$ cat src/inc/pps_defs.svh
`ifndef PPS_DEFS_SVH
`define PPS_DEFS_SVH
`define PPS_IDX_PAR_DATA  10'h008
`define PPS_IDX_CTL_DATA  10'h009
`define PPS_IDX_PAR_DIR   10'h088
`define PPS_IDX_SPC       10'h089
`define PPS_IDX_IRQ_STAT  10'h00C
`define PPS_IDX_IRQ_MASK  10'h08C
`define PPS_BIT_IN_FULL   7
`define PPS_BIT_OUT_FULL  6
`define PPS_BIT_OVF       5
`define PPS_BIT_MODE      4
`define PPS_RST_PAR_DIR   8'hFF
`define PPS_RST_CTL_DIR   3'h7
`define PPS_IRQ_WR        0
`define PPS_IRQ_RD        1
`define PPS_RESP_OKAY     2'h0
`define PPS_RESP_SLVERR   2'h2
`endif

$ cat src/inc/pps_pkg.sv
package pps_pkg;
   typedef enum logic [1:0] {
      st_idle  = 2'b00,
      st_write = 2'b01,
      st_read  = 2'b10
   } pps_strb_e;
   typedef logic [7:0] pps_byte_t;
endpackage

$ cat src/inc/pps_strb_if.sv
`timescale 1ns/1ps
interface pps_strb_if;
   logic       slave_mode;
   logic [2:0] ctl_pins;
   logic       wr_active;
   logic       rd_active;
   logic       wr_start;
   logic       wr_end;
   logic       rd_start;
   logic       rd_end;
   modport decoder (input slave_mode, input ctl_pins, output wr_active, output rd_active,
                    output wr_start, output wr_end, output rd_start, output rd_end);
   modport core (output slave_mode, output ctl_pins, input wr_active, input rd_active,
                 input wr_start, input wr_end, input rd_start, input rd_end);
endinterface

$ cat src/verilog/pps_top.sv
`timescale 1ns/1ps
`include "pps_defs.svh"
// Operation
// RULE1: mode bit makes control pins strobe inputs
// RULE2: software sets control directions to input first
// RULE3: input full flag read-only, set by write
// RULE4: control register bit 3 reads zero
// RULE5: bits 2:0 steer control pin directions
// RULE6: reset loads directions ones, control 0000-111
// RULE7: low read strobe while selected reads data
// RULE8: low write strobe while selected writes data
// RULE9: select low enables strobes, high ignores them
// RULE10: data pins are I/O or slave bus
// RULE11: control pins individually directed outside slave mode
// RULE12: processor read returns pin levels
// RULE13: processor write loads output latch
// RULE14: read-modify-write rewrites latch from pin levels
// RULE15: overflow set on second unread external write
// RULE16: input full cleared only by processor read; code also clears it whenever the mode bit is 0
// RULE17: slave mode ignores data direction register
// RULE18: output full clears at external read start; code keeps it set when a processor data write lands in the same cycle
module pps_top
   import pps_pkg::*;
(
   input  wire logic        aclk,
   input  wire logic        aresetn,
   input  wire logic [11:0] awaddr,
   input  wire logic        awvalid,
   output logic             awready,
   input  wire logic [31:0] wdata,
   input  wire logic [3:0]  wstrb,
   input  wire logic        wvalid,
   output logic             wready,
   output logic [1:0]       bresp,
   output logic             bvalid,
   input  wire logic        bready,
   input  wire logic [11:0] araddr,
   input  wire logic        arvalid,
   output logic             arready,
   output logic [31:0]      rdata,
   output logic [1:0]       rresp,
   output logic             rvalid,
   input  wire logic        rready,
   input  wire logic [7:0]  par_pin_in,
   output logic [7:0]       par_pin_out,
   output logic [7:0]       par_pin_oe,
   input  wire logic [2:0]  ctl_pin_in,
   output logic [2:0]       ctl_pin_out,
   output logic [2:0]       ctl_pin_oe,
   output logic             irq
);
   pps_strb_if sif();

   logic        aw_hold_ff, nxt_aw_hold;
   logic [9:0]  wa_idx_ff, nxt_wa_idx;
   logic        w_hold_ff, nxt_w_hold;
   pps_byte_t   wd_ff, nxt_wd;
   logic        wst_ff, nxt_wst;
   logic        bvalid_ff, nxt_bvalid;
   logic [1:0]  bresp_ff, nxt_bresp;
   logic        rvalid_ff, nxt_rvalid;
   logic [31:0] rdata_ff, nxt_rdata;
   logic [1:0]  rresp_ff, nxt_rresp;
   pps_byte_t   out_latch_ff, nxt_out_latch;
   logic [2:0]  ctl_latch_ff, nxt_ctl_latch;
   pps_byte_t   in_latch_ff, nxt_in_latch;
   pps_byte_t   par_dir_ff, nxt_par_dir;
   logic [2:0]  ctl_dir_ff, nxt_ctl_dir;
   logic        mode_ff, nxt_mode;
   logic        in_full_ff, nxt_in_full;
   logic        out_full_ff, nxt_out_full;
   logic        ovf_ff, nxt_ovf;
   logic [1:0]  stat_ff, nxt_stat;
   logic [1:0]  mask_ff, nxt_mask;
   logic        do_wr;
   logic        do_rd;
   logic [9:0]  rd_idx;
   logic        wr_map;
   logic        rd_map;
   logic [31:0] rd_word;
   logic        sw_wr_par, sw_wr_ctl, sw_wr_pdir, sw_wr_spc, sw_wr_stat, sw_wr_mask;
   logic        sw_rd_par;

   pps_strobe u_strobe (
      .aclk    (aclk),
      .aresetn (aresetn),
      .sif     (sif)
   );

   assign sif.slave_mode = mode_ff;               // see RULE1
   assign sif.ctl_pins   = ctl_pin_in;

   // bus slave: one write and one read in flight, aw and w taken in either order
   assign awready = ~aw_hold_ff & ~bvalid_ff;
   assign wready  = ~w_hold_ff & ~bvalid_ff;
   assign arready = ~rvalid_ff;
   assign do_wr   = aw_hold_ff & w_hold_ff & ~bvalid_ff;
   assign do_rd   = arvalid & arready;
   assign rd_idx  = araddr[11:2];
   assign bvalid  = bvalid_ff;
   assign bresp   = bresp_ff;
   assign rvalid  = rvalid_ff;
   assign rdata   = rdata_ff;
   assign rresp   = rresp_ff;

   always_comb begin
      wr_map = 1'b0;
      case (wa_idx_ff)
         `PPS_IDX_PAR_DATA, `PPS_IDX_CTL_DATA, `PPS_IDX_PAR_DIR,
         `PPS_IDX_SPC, `PPS_IDX_IRQ_STAT, `PPS_IDX_IRQ_MASK: wr_map = 1'b1;
         default: wr_map = 1'b0;
      endcase
   end

   // only lane 0 carries register bits; a write without it is answered but ignored
   assign sw_wr_par  = do_wr & wst_ff & (wa_idx_ff == `PPS_IDX_PAR_DATA);
   assign sw_wr_ctl  = do_wr & wst_ff & (wa_idx_ff == `PPS_IDX_CTL_DATA);
   assign sw_wr_pdir = do_wr & wst_ff & (wa_idx_ff == `PPS_IDX_PAR_DIR);
   assign sw_wr_spc  = do_wr & wst_ff & (wa_idx_ff == `PPS_IDX_SPC);
   assign sw_wr_stat = do_wr & wst_ff & (wa_idx_ff == `PPS_IDX_IRQ_STAT);
   assign sw_wr_mask = do_wr & wst_ff & (wa_idx_ff == `PPS_IDX_IRQ_MASK);
   assign sw_rd_par  = do_rd & (rd_idx == `PPS_IDX_PAR_DATA);

   always_comb begin
      rd_word = 32'h0000_0000;
      rd_map  = 1'b1;
      case (rd_idx)
         // pins outside slave mode (input latch in slave mode), not the output latch: a read-modify-write copies input levels into the latch
         `PPS_IDX_PAR_DATA: rd_word[7:0] = mode_ff ? in_latch_ff : par_pin_in;   // see RULE12, see RULE14
         `PPS_IDX_CTL_DATA: rd_word[2:0] = ctl_pin_in;                           // see RULE12
         `PPS_IDX_PAR_DIR:  rd_word[7:0] = par_dir_ff;
         `PPS_IDX_SPC:      rd_word[7:0] = {in_full_ff, out_full_ff, ovf_ff, mode_ff, 1'b0, ctl_dir_ff};  // see RULE4
         `PPS_IDX_IRQ_STAT: rd_word[1:0] = stat_ff;
         `PPS_IDX_IRQ_MASK: rd_word[1:0] = mask_ff;
         default:           rd_map       = 1'b0;
      endcase
   end

   always_comb begin
      nxt_aw_hold = aw_hold_ff;
      nxt_wa_idx  = wa_idx_ff;
      nxt_w_hold  = w_hold_ff;
      nxt_wd      = wd_ff;
      nxt_wst     = wst_ff;
      nxt_bvalid  = bvalid_ff;
      nxt_bresp   = bresp_ff;
      nxt_rvalid  = rvalid_ff;
      nxt_rdata   = rdata_ff;
      nxt_rresp   = rresp_ff;
      if (awvalid && awready) begin
         nxt_aw_hold = 1'b1;
         nxt_wa_idx  = awaddr[11:2];
      end
      if (wvalid && wready) begin
         nxt_w_hold = 1'b1;
         nxt_wd     = wdata[7:0];
         nxt_wst    = wstrb[0];
      end
      if (do_wr) begin
         nxt_aw_hold = 1'b0;
         nxt_w_hold  = 1'b0;
         nxt_bvalid  = 1'b1;
         nxt_bresp   = wr_map ? `PPS_RESP_OKAY : `PPS_RESP_SLVERR;
      end
      if (bvalid_ff && bready) begin
         nxt_bvalid = 1'b0;
      end
      if (rvalid_ff && rready) begin
         nxt_rvalid = 1'b0;
      end
      if (do_rd) begin
         nxt_rvalid = 1'b1;
         nxt_rdata  = rd_word;
         nxt_rresp  = rd_map ? `PPS_RESP_OKAY : `PPS_RESP_SLVERR;
      end
   end

   always_ff @(posedge aclk) begin
      if (!aresetn) begin
         aw_hold_ff <= 1'b0;
         wa_idx_ff  <= 10'h000;
         w_hold_ff  <= 1'b0;
         wd_ff      <= 8'h00;
         wst_ff     <= 1'b0;
         bvalid_ff  <= 1'b0;
         bresp_ff   <= `PPS_RESP_OKAY;
         rvalid_ff  <= 1'b0;
         rdata_ff   <= 32'h0000_0000;
         rresp_ff   <= `PPS_RESP_OKAY;
      end else begin
         aw_hold_ff <= nxt_aw_hold;
         wa_idx_ff  <= nxt_wa_idx;
         w_hold_ff  <= nxt_w_hold;
         wd_ff      <= nxt_wd;
         wst_ff     <= nxt_wst;
         bvalid_ff  <= nxt_bvalid;
         bresp_ff   <= nxt_bresp;
         rvalid_ff  <= nxt_rvalid;
         rdata_ff   <= nxt_rdata;
         rresp_ff   <= nxt_rresp;
      end
   end

   // control state; hardware sets win over software clears
   always_comb begin
      nxt_par_dir = par_dir_ff;
      nxt_ctl_dir = ctl_dir_ff;
      nxt_mode     = mode_ff;
      nxt_in_full  = in_full_ff;
      nxt_out_full = out_full_ff;
      nxt_ovf      = ovf_ff;
      nxt_mask    = mask_ff;
      nxt_stat    = stat_ff;
      if (sw_wr_pdir) begin
         nxt_par_dir = wd_ff;
      end
      if (sw_wr_spc) begin
         nxt_mode    = wd_ff[`PPS_BIT_MODE];                   // see RULE1
         nxt_ctl_dir = wd_ff[2:0];                             // see RULE5
         nxt_ovf     = wd_ff[`PPS_BIT_OVF];
      end
      if (sw_wr_mask) begin
         nxt_mask = wd_ff[1:0];
      end
      if (sw_wr_stat) begin
         nxt_stat = stat_ff & ~wd_ff[1:0];
      end
      nxt_stat[`PPS_IRQ_WR] = nxt_stat[`PPS_IRQ_WR] | sif.wr_end;
      nxt_stat[`PPS_IRQ_RD] = nxt_stat[`PPS_IRQ_RD] | sif.rd_end;
      if (sw_rd_par) begin
         nxt_in_full = 1'b0;                                   // see RULE16
      end
      if (sif.wr_end) begin
         nxt_in_full = 1'b1;                                   // see RULE3
      end
      if (sif.wr_end && in_full_ff && !sw_rd_par) begin
         nxt_ovf = 1'b1;                                       // see RULE15
      end
      if (sif.rd_start) begin
         nxt_out_full = 1'b0;                                  // see RULE18
      end
      // fresh firmware data outranks a read that starts in the same cycle
      if (sw_wr_par && mode_ff) begin
         nxt_out_full = 1'b1;                                  // see RULE18
      end
      if (!mode_ff) begin
         nxt_in_full  = 1'b0;
         nxt_out_full = 1'b0;
      end
   end

   always_ff @(posedge aclk) begin
      if (!aresetn) begin
         par_dir_ff <= `PPS_RST_PAR_DIR;                       // see RULE6
         ctl_dir_ff <= `PPS_RST_CTL_DIR;                       // see RULE6
         mode_ff     <= 1'b0;
         in_full_ff  <= 1'b0;
         out_full_ff <= 1'b0;
         ovf_ff     <= 1'b0;
         mask_ff    <= 2'h0;
         stat_ff    <= 2'h0;
      end else begin
         par_dir_ff <= nxt_par_dir;
         ctl_dir_ff <= nxt_ctl_dir;
         mode_ff     <= nxt_mode;
         in_full_ff  <= nxt_in_full;
         out_full_ff <= nxt_out_full;
         ovf_ff     <= nxt_ovf;
         mask_ff    <= nxt_mask;
         stat_ff    <= nxt_stat;
      end
   end

   // data latches keep their contents through reset, so no reset branch
   always_comb begin
      nxt_out_latch = out_latch_ff;
      nxt_ctl_latch = ctl_latch_ff;
      nxt_in_latch  = in_latch_ff;
      if (sw_wr_par) begin
         nxt_out_latch = wd_ff;                                // see RULE13
      end
      if (sw_wr_ctl) begin
         nxt_ctl_latch = wd_ff[2:0];                           // see RULE13
      end
      if (sif.wr_active) begin
         nxt_in_latch = par_pin_in;                            // see RULE8
      end
   end

   always_ff @(posedge aclk) begin                             // see RULE6
      out_latch_ff <= nxt_out_latch;
      ctl_latch_ff <= nxt_ctl_latch;
      in_latch_ff  <= nxt_in_latch;
   end

   // pins; out is masked by oe so an unset latch reaches the port only where oe is set
   assign par_pin_oe  = mode_ff ? {8{sif.rd_active}} : ~par_dir_ff;     // see RULE10, see RULE17, see RULE7
   assign par_pin_out = out_latch_ff & par_pin_oe;
   assign ctl_pin_oe  = mode_ff ? 3'h0 : ~ctl_dir_ff;                  // see RULE1, see RULE11
   assign ctl_pin_out = ctl_latch_ff & ctl_pin_oe;
   assign irq         = |(stat_ff & mask_ff);
endmodule

$ cat src/verilog/pps_strobe.sv
`timescale 1ns/1ps
module pps_strobe
   import pps_pkg::*;
(
   input  wire logic   aclk,
   input  wire logic   aresetn,
   pps_strb_if.decoder sif
);
   pps_strb_e state_ff;
   pps_strb_e nxt_state;
   logic      sel;
   logic      wr_sel;
   logic      rd_sel;

   // pins: 2 = select, 1 = write strobe, 0 = read strobe, all active low
   assign sel    = sif.slave_mode & ~sif.ctl_pins[2];    // see RULE9
   assign wr_sel = sel & ~sif.ctl_pins[1];               // see RULE8
   assign rd_sel = sel & ~sif.ctl_pins[0];               // see RULE7

   // a strobe pair held low counts once; the other strobe is locked out meanwhile
   assign sif.wr_active = wr_sel & (state_ff != st_read);
   assign sif.rd_active = rd_sel & (state_ff != st_write);
   assign sif.wr_start  = (state_ff == st_idle) & wr_sel;
   assign sif.rd_start  = (state_ff == st_idle) & ~wr_sel & rd_sel;
   assign sif.wr_end    = (state_ff == st_write) & ~wr_sel & sif.slave_mode;
   assign sif.rd_end    = (state_ff == st_read) & ~rd_sel & sif.slave_mode;

   always_comb begin
      nxt_state = state_ff;
      case (state_ff)
         st_idle: begin
            if (wr_sel) begin
               nxt_state = st_write;
            end else if (rd_sel) begin
               nxt_state = st_read;
            end
         end
         st_write: begin
            if (!wr_sel) begin
               nxt_state = st_idle;
            end
         end
         st_read: begin
            if (!rd_sel) begin
               nxt_state = st_idle;
            end
         end
         default: begin
            nxt_state = st_idle;
         end
      endcase
   end

   always_ff @(posedge aclk) begin
      if (!aresetn) begin
         state_ff <= st_idle;
      end else begin
         state_ff <= nxt_state;
      end
   end
endmodule

$ cat config.mk
export PLATFORM = sky130hd
export DESIGN_NAME = pps_top
export DESIGN_NICKNAME = d
export VERILOG_FILES = /design/src/inc/pps_pkg.sv /design/src/inc/pps_strb_if.sv /design/src/verilog/pps_top.sv /design/src/verilog/pps_strobe.sv
export VERILOG_INCLUDE_DIRS = /design/src /design/src/inc
export SDC_FILE = /design/constraint.sdc
export NUM_CORES = 1
export LEC_CHECK = 0
export CAP_MARGIN = 0
export CORE_UTILIZATION = 59
export CTS_BUF_LIST = sky130_fd_sc_hd__clkbuf_4 sky130_fd_sc_hd__clkbuf_8
export DETAILED_ROUTE_END_ITERATION = 10
export DONT_BUFFER_PORTS = 1
export PLACE_DENSITY = 0.84
export REMOVE_ABC_BUFFERS = 1
export SYNTH_ARGS = -nofsm -noshare
export SYNTH_HDL_FRONTEND = slang
export SYNTH_HIERARCHICAL = 1
export SYNTH_SLANG_ARGS = --single-unit
export TNS_END_PERCENT = 5
$ cat constraint.sdc
create_clock -name aclk -period 1.65 [get_ports aclk]
set_input_delay 0.0825 -clock aclk [delete_from_list [all_inputs] [get_ports aclk]]
set_output_delay 0.0825 -clock aclk [all_outputs]
set_load 0.01 [all_outputs]
# --- Yosys cells after proc, flatten, opt, wreduce, memory -nomap -nowiden ---
# Cells that the tools add are included.
totals:
  regBits: 75
  input_bits: 78
  output_inout_bits: 64
classes:
  n_eq_ne: 19
  mux: 24
  n_bitwise: 43
  n_reduce_logical: 20
op_table:
  columns: ["operator", "count"]
  rows:
  - ["10-bit by 4-bit equality test with 1-bit output, second input constant", 6]
  - ["10-bit by 8-bit equality test with 1-bit output, second input constant", 6]
  - ["1-bit bitwise AND", 24]
  - ["8-bit 2-to-1 mux", 2]
  - ["5-bit one-hot mux with 3 select lines", 1]
  - ["2-bit 2-to-1 mux", 7]
  - ["2-bit one-hot mux with 6 select lines", 1]
  - ["6-bit OR reduction", 2]
  - ["1-bit 2-to-1 mux", 10]
  - ["1-bit inverter", 10]
  - ["8-bit bitwise AND", 1]
  - ["8-bit inverter", 1]
  - ["2-bit nonzero test", 4]
  - ["1-bit logical AND", 7]
  - ["2-bit != test, second input constant", 3]
  - ["2-bit one-hot mux with 3 select lines", 1]
  - ["2-bit OR reduction", 3]
  - ["2-bit bitwise AND", 2]
  - ["1-bit one-hot mux with 4 select lines", 1]
  - ["3-bit bitwise AND", 1]
  - ["3-bit 2-to-1 mux", 1]
  - ["3-bit by 1-bit != test with 1-bit output, second input constant", 1]
  - ["3-bit inverter", 1]
  - ["3-bit AND reduction", 1]
  - ["8 further kinds", 9]

# --- Logic depth before layout (Yosys ltp) ---
logic_depth:
  depth_word: 9
  depth_mapped: 6

# --- Cells and area by module ---
# The synthesis kept the hierarchy.
modules_own_cells:
  columns: ["module", "instances", "cells_per_inst", "area_each_um2", "seq_area_each_um2"]
  rows:
  - ["pps_top", 1, 358, 3264.4, 1611.5]
  - ["pps_strobe", 1, 15, 148.9, 40.0]

# --- Worst setup path after synthesis ---
# Ideal clock, no wire load.
synth_timing:
  path_type: "register to register"
  from: "reg wa_idx_ff[1]"
  to: "reg out_latch_ff[0] (enable)"
  setup_ns: 0.370
  t_arrival_ns: 1.324
  setup_slack_ns: -0.045
  stages_incl_launch_ff: 5
  n_path_buf: 1
  path_cell_list: "dfxtp_1 -> nand2b_1 -> or3_1 -> clkbuf_1 -> nor2_1"
synth_between:
  elab_chain_cells: 2
synth_lines:
  columns: ["element", "line", "rtl"]
  rows:
  - ["start: declaration", "pps_top.sv:55", "logic [9:0] wa_idx_ff, nxt_wa_idx;"]
  - ["start signal: assignment", "pps_top.sv:192", "wa_idx_ff <= nxt_wa_idx;"]
  - ["10-bit by 4-bit equality test with 1-bit output", null, null]
  - ["1-bit bitwise AND", "pps_top.sv:116", "assign sw_wr_par = do_wr & wst_ff & (wa_idx_ff == `PPS_IDX_PAR_DATA);"]
  - ["via sw_wr_par", "pps_top.sv:81", "logic sw_wr_par, sw_wr_ctl, sw_wr_pdir, sw_wr_spc, sw_wr_stat, sw_wr_mask;"]
  - ["end signal: assignment", "pps_top.sv:291", "out_latch_ff <= nxt_out_latch;"]
  - ["end: declaration", "pps_top.sv:64", "pps_byte_t out_latch_ff, nxt_out_latch;"]
# The timed path passes the listed nets, and every way through them passes these cells.
# A chain may end at the register's enable or synchronous reset.

# --- Final worst setup path ---
layout_timing:
  from: "reg mode_ff"
  to: "out par_pin_out[3]"
layout_between:
  elab_chain_cells: 5
layout_lines:
  columns: ["element", "line", "rtl"]
  rows:
  - ["start: declaration", "pps_top.sv:69", "logic mode_ff, nxt_mode;"]
  - ["start signal: assignment", "pps_top.sv:265", "mode_ff <= nxt_mode;"]
  - ["1-bit bitwise AND", "pps_strobe.sv:16", "assign sel = sif.slave_mode & ~sif.ctl_pins[2];"]
  - ["1-bit bitwise AND", "pps_strobe.sv:18", "assign rd_sel = sel & ~sif.ctl_pins[0];"]
  - ["1-bit bitwise AND", "pps_strobe.sv:22", "assign sif.rd_active = rd_sel & (state_ff != st_write);"]
  - ["via sif.rd_active", "pps_strb_if.sv:6", "logic rd_active;"]
  - ["8-bit 2-to-1 mux", "pps_top.sv:297", "assign par_pin_oe = mode_ff ? {8{sif.rd_active}} : ~par_dir_ff;"]
  - ["8-bit bitwise AND", "pps_top.sv:298", "assign par_pin_out = out_latch_ff & par_pin_oe;"]
  - ["end: declaration", "pps_top.sv:45", "output logic [7:0] par_pin_out,"]
# The timed path passes the listed nets, and every way through them passes these cells.

==> impl_metrics.ini <==
[global_routing]
grt_max_degree = 23
met2_usage_pct = 51.06
grt_pass1_wl_um = 13590
grt_pass1_vias = 2847
grt_busiest_layer = met2
use_met3_pct = 9.882
antenna_found_initial = 0
grtUsageMet1_pct = 32.88
grt_use_total_pct = 29.40
grt_overflow = 0

[timing]
finalSetupViolCount = 17
hold_viol_final = 0
timing.fmax_mhz = 571.2
finalMaxSlewViolations = 0
finalHoldWorstSlack_ps = 32.35
slew_headroom_pct = 54.56
min_period_over_period_pct = 106.1
final.setup.tns_ps = -1042
layout_setup_ws_ps = -100.7
rsz0062_at_grt = yes
clock_skew_ps = 10.87
worstMarginPinSlew_ps = 679.3
fin_crit_ps = 1751

[route]
firstDrtPassIters = 5
wire_per_inst_um = 17.17
drc = 0
drt_iter0_drc = 178
vias_per_cell = 5.954
routed_wl_um = 8652
ant_nets = 0
vias = 3001

[placement]
dp_slack_ps = 29.18
hpwl_um = 5333
dp.cells = 452
gp_congestion = 0.8247
post_dp_cell_area_mm2 = 0.003527
portBuffers = 0

[worst_setup_path]
crit_type = flop to output port
rr_worst_depth = 6
reg2reg_setup_slack_ps = -30
reg2reg_from = mode_ff$_SDFFE_PN0P_
setup.worst_path.start_class = flop
cp_max_fo = 8
cp.required_ps = 1570
crit_arrival_ps = 1670
r2r-end = rdata[2]$_SDFFE_PN0P_
crit_path_end_kind = output port

[worst_hold_path]
hold_path_class = input pin to flop
hold_depth = 3
min_to = ovf_ff$_SDFFE_PN0P_
min-delay-start = aresetn

[clock_network]
cts_tree = yes
h-tree-depth = 3
cts-buffers-inserted = 9
clkSinkCount = 73
cts_root_buffer = clkbuf_8
path_clk_slew_ps = 90
clk_latency_ps = 360
cts_buffer_depth = 2

[power_and_ir_drop]
leakagePower_nw = 1.648
seq_power_share_pct = 53.5
power_frac_comb_pct = 9.6
swShare_pct = 27.77
p_per_area_mw_per_mm2 = 864.4
switchingPower_mw = 0.9998
p_int_mw = 2.601
finalPower_mw = 3.600
peakVddDrop_mv = 0.6171
p_clk_share_pct = 36.9

[outcome]
violations = negative setup slack
status = finished with violations

[floorplan]
ios = 142
die_y_um = 77.94
rows = 27
core_area_mm2 = 0.005540
die_area_mm2 = 0.006074
start_util_pct = 61.40
die-width_um = 77.94

[final_layout]
drive_gt1_share_pct = 19.68
antenna_cells = 0
nNetsFinal = 505
final_common_cell = nand2_1
fin_area_mm2 = 0.004165
layout.cells.non_filler = 504
final_cell_mix = nand2_1, dfxtp_1, a21oi_1
fin_util_pct = 75.18
area_delta_synth_final_pct = 22.43
final.fill_count = 371

[logic_synthesis]
synth_area_per_cell_um2 = 9.170
yosysWarningCount = 6
netlist_area_mm2 = 0.003402
postSynthCellCount = 371

[run]
maxCapViolCount = 0
[layer usage]
| metal | vias up | routed length, um |
|---|---|---|
| met1 | 1442 | 3370 |
| met3 | 23 | 759 |
| met5 | - | 0 |
| met2 | 169 | 4320 |
| met4 | 0 | 201 |
| li1 | 1367 | - |
[timing repair]
item                       CTS  global route
pin swaps                    7             2
hold endpoints to repair    55             0
setup endpoints to repair   16            34
hold buffers                34             0
gates cloned                 0             0
gates resized for setup     30             8
setup buffers                2             0
[area by class of cell]
| class | count | area, um2 | area share [%] |
|---|---|---|---|
| clock buffer | 9 | 123.9 | 2.974 |
| clock inverter | 7 | 58.81 | 1.412 |
| inverter | 11 | 41.29 | 0.9913 |
| multi-input combinational | 269 | 1633 | 39.20 |
| sequential | 73 | 1657 | 39.77 |
| tap | 72 | 90.09 | 2.163 |
| timing repair buffer | 63 | 561.8 | 13.49 |
[critical path: stages (launching register included)]
cell     delay [ps]
dfxtp_2         350
or3b_4          400
a21oi_4         140
nand2_4         120
o21ai_2         110
and2_4          190
[registers in the layout, summed over array words and instances (netlist names), 2 cells and up]
name	count
u_strobe/state_ff	2
par_dir_ff	8
wd_ff	8
stat_ff	2
out_latch_ff	8
ctl_dir_ff	3
wa_idx_ff	10
ctl_latch_ff	3
rdata	8
mask_ff	2
in_latch_ff	8
[power groups by stage]
stage                     combinational, mW  clock, mW  sequential (mW)
after floorplan                       0.190          0             1.95
after global placement                0.245          0             1.96
after detailed placement              0.253          0             1.96
after CTS                             0.329       1.34             1.92
after global routing                  0.378       1.40             1.93
final                                 0.346       1.33             1.93
[how the worst max path moves through the flow]
stage | endpoint | from | depth (start not counted)
floorplan | par_pin_out[0] | mode_ff$_SDFFE_PN0P_ | 5
global placement | rdata[2]$_SDFFE_PN0P_ | mode_ff$_SDFFE_PN0P_ | 5
detailed placement | rdata[2]$_SDFFE_PN0P_ | mode_ff$_SDFFE_PN0P_ | 5
CTS | par_pin_out[5] | mode_ff$_SDFFE_PN0P_ | 5
global route | par_pin_out[5] | mode_ff$_SDFFE_PN0P_ | 5
finish | par_pin_out[3] | mode_ff$_SDFFE_PN0P_ | 5
(Power assumes the default switching activity.)
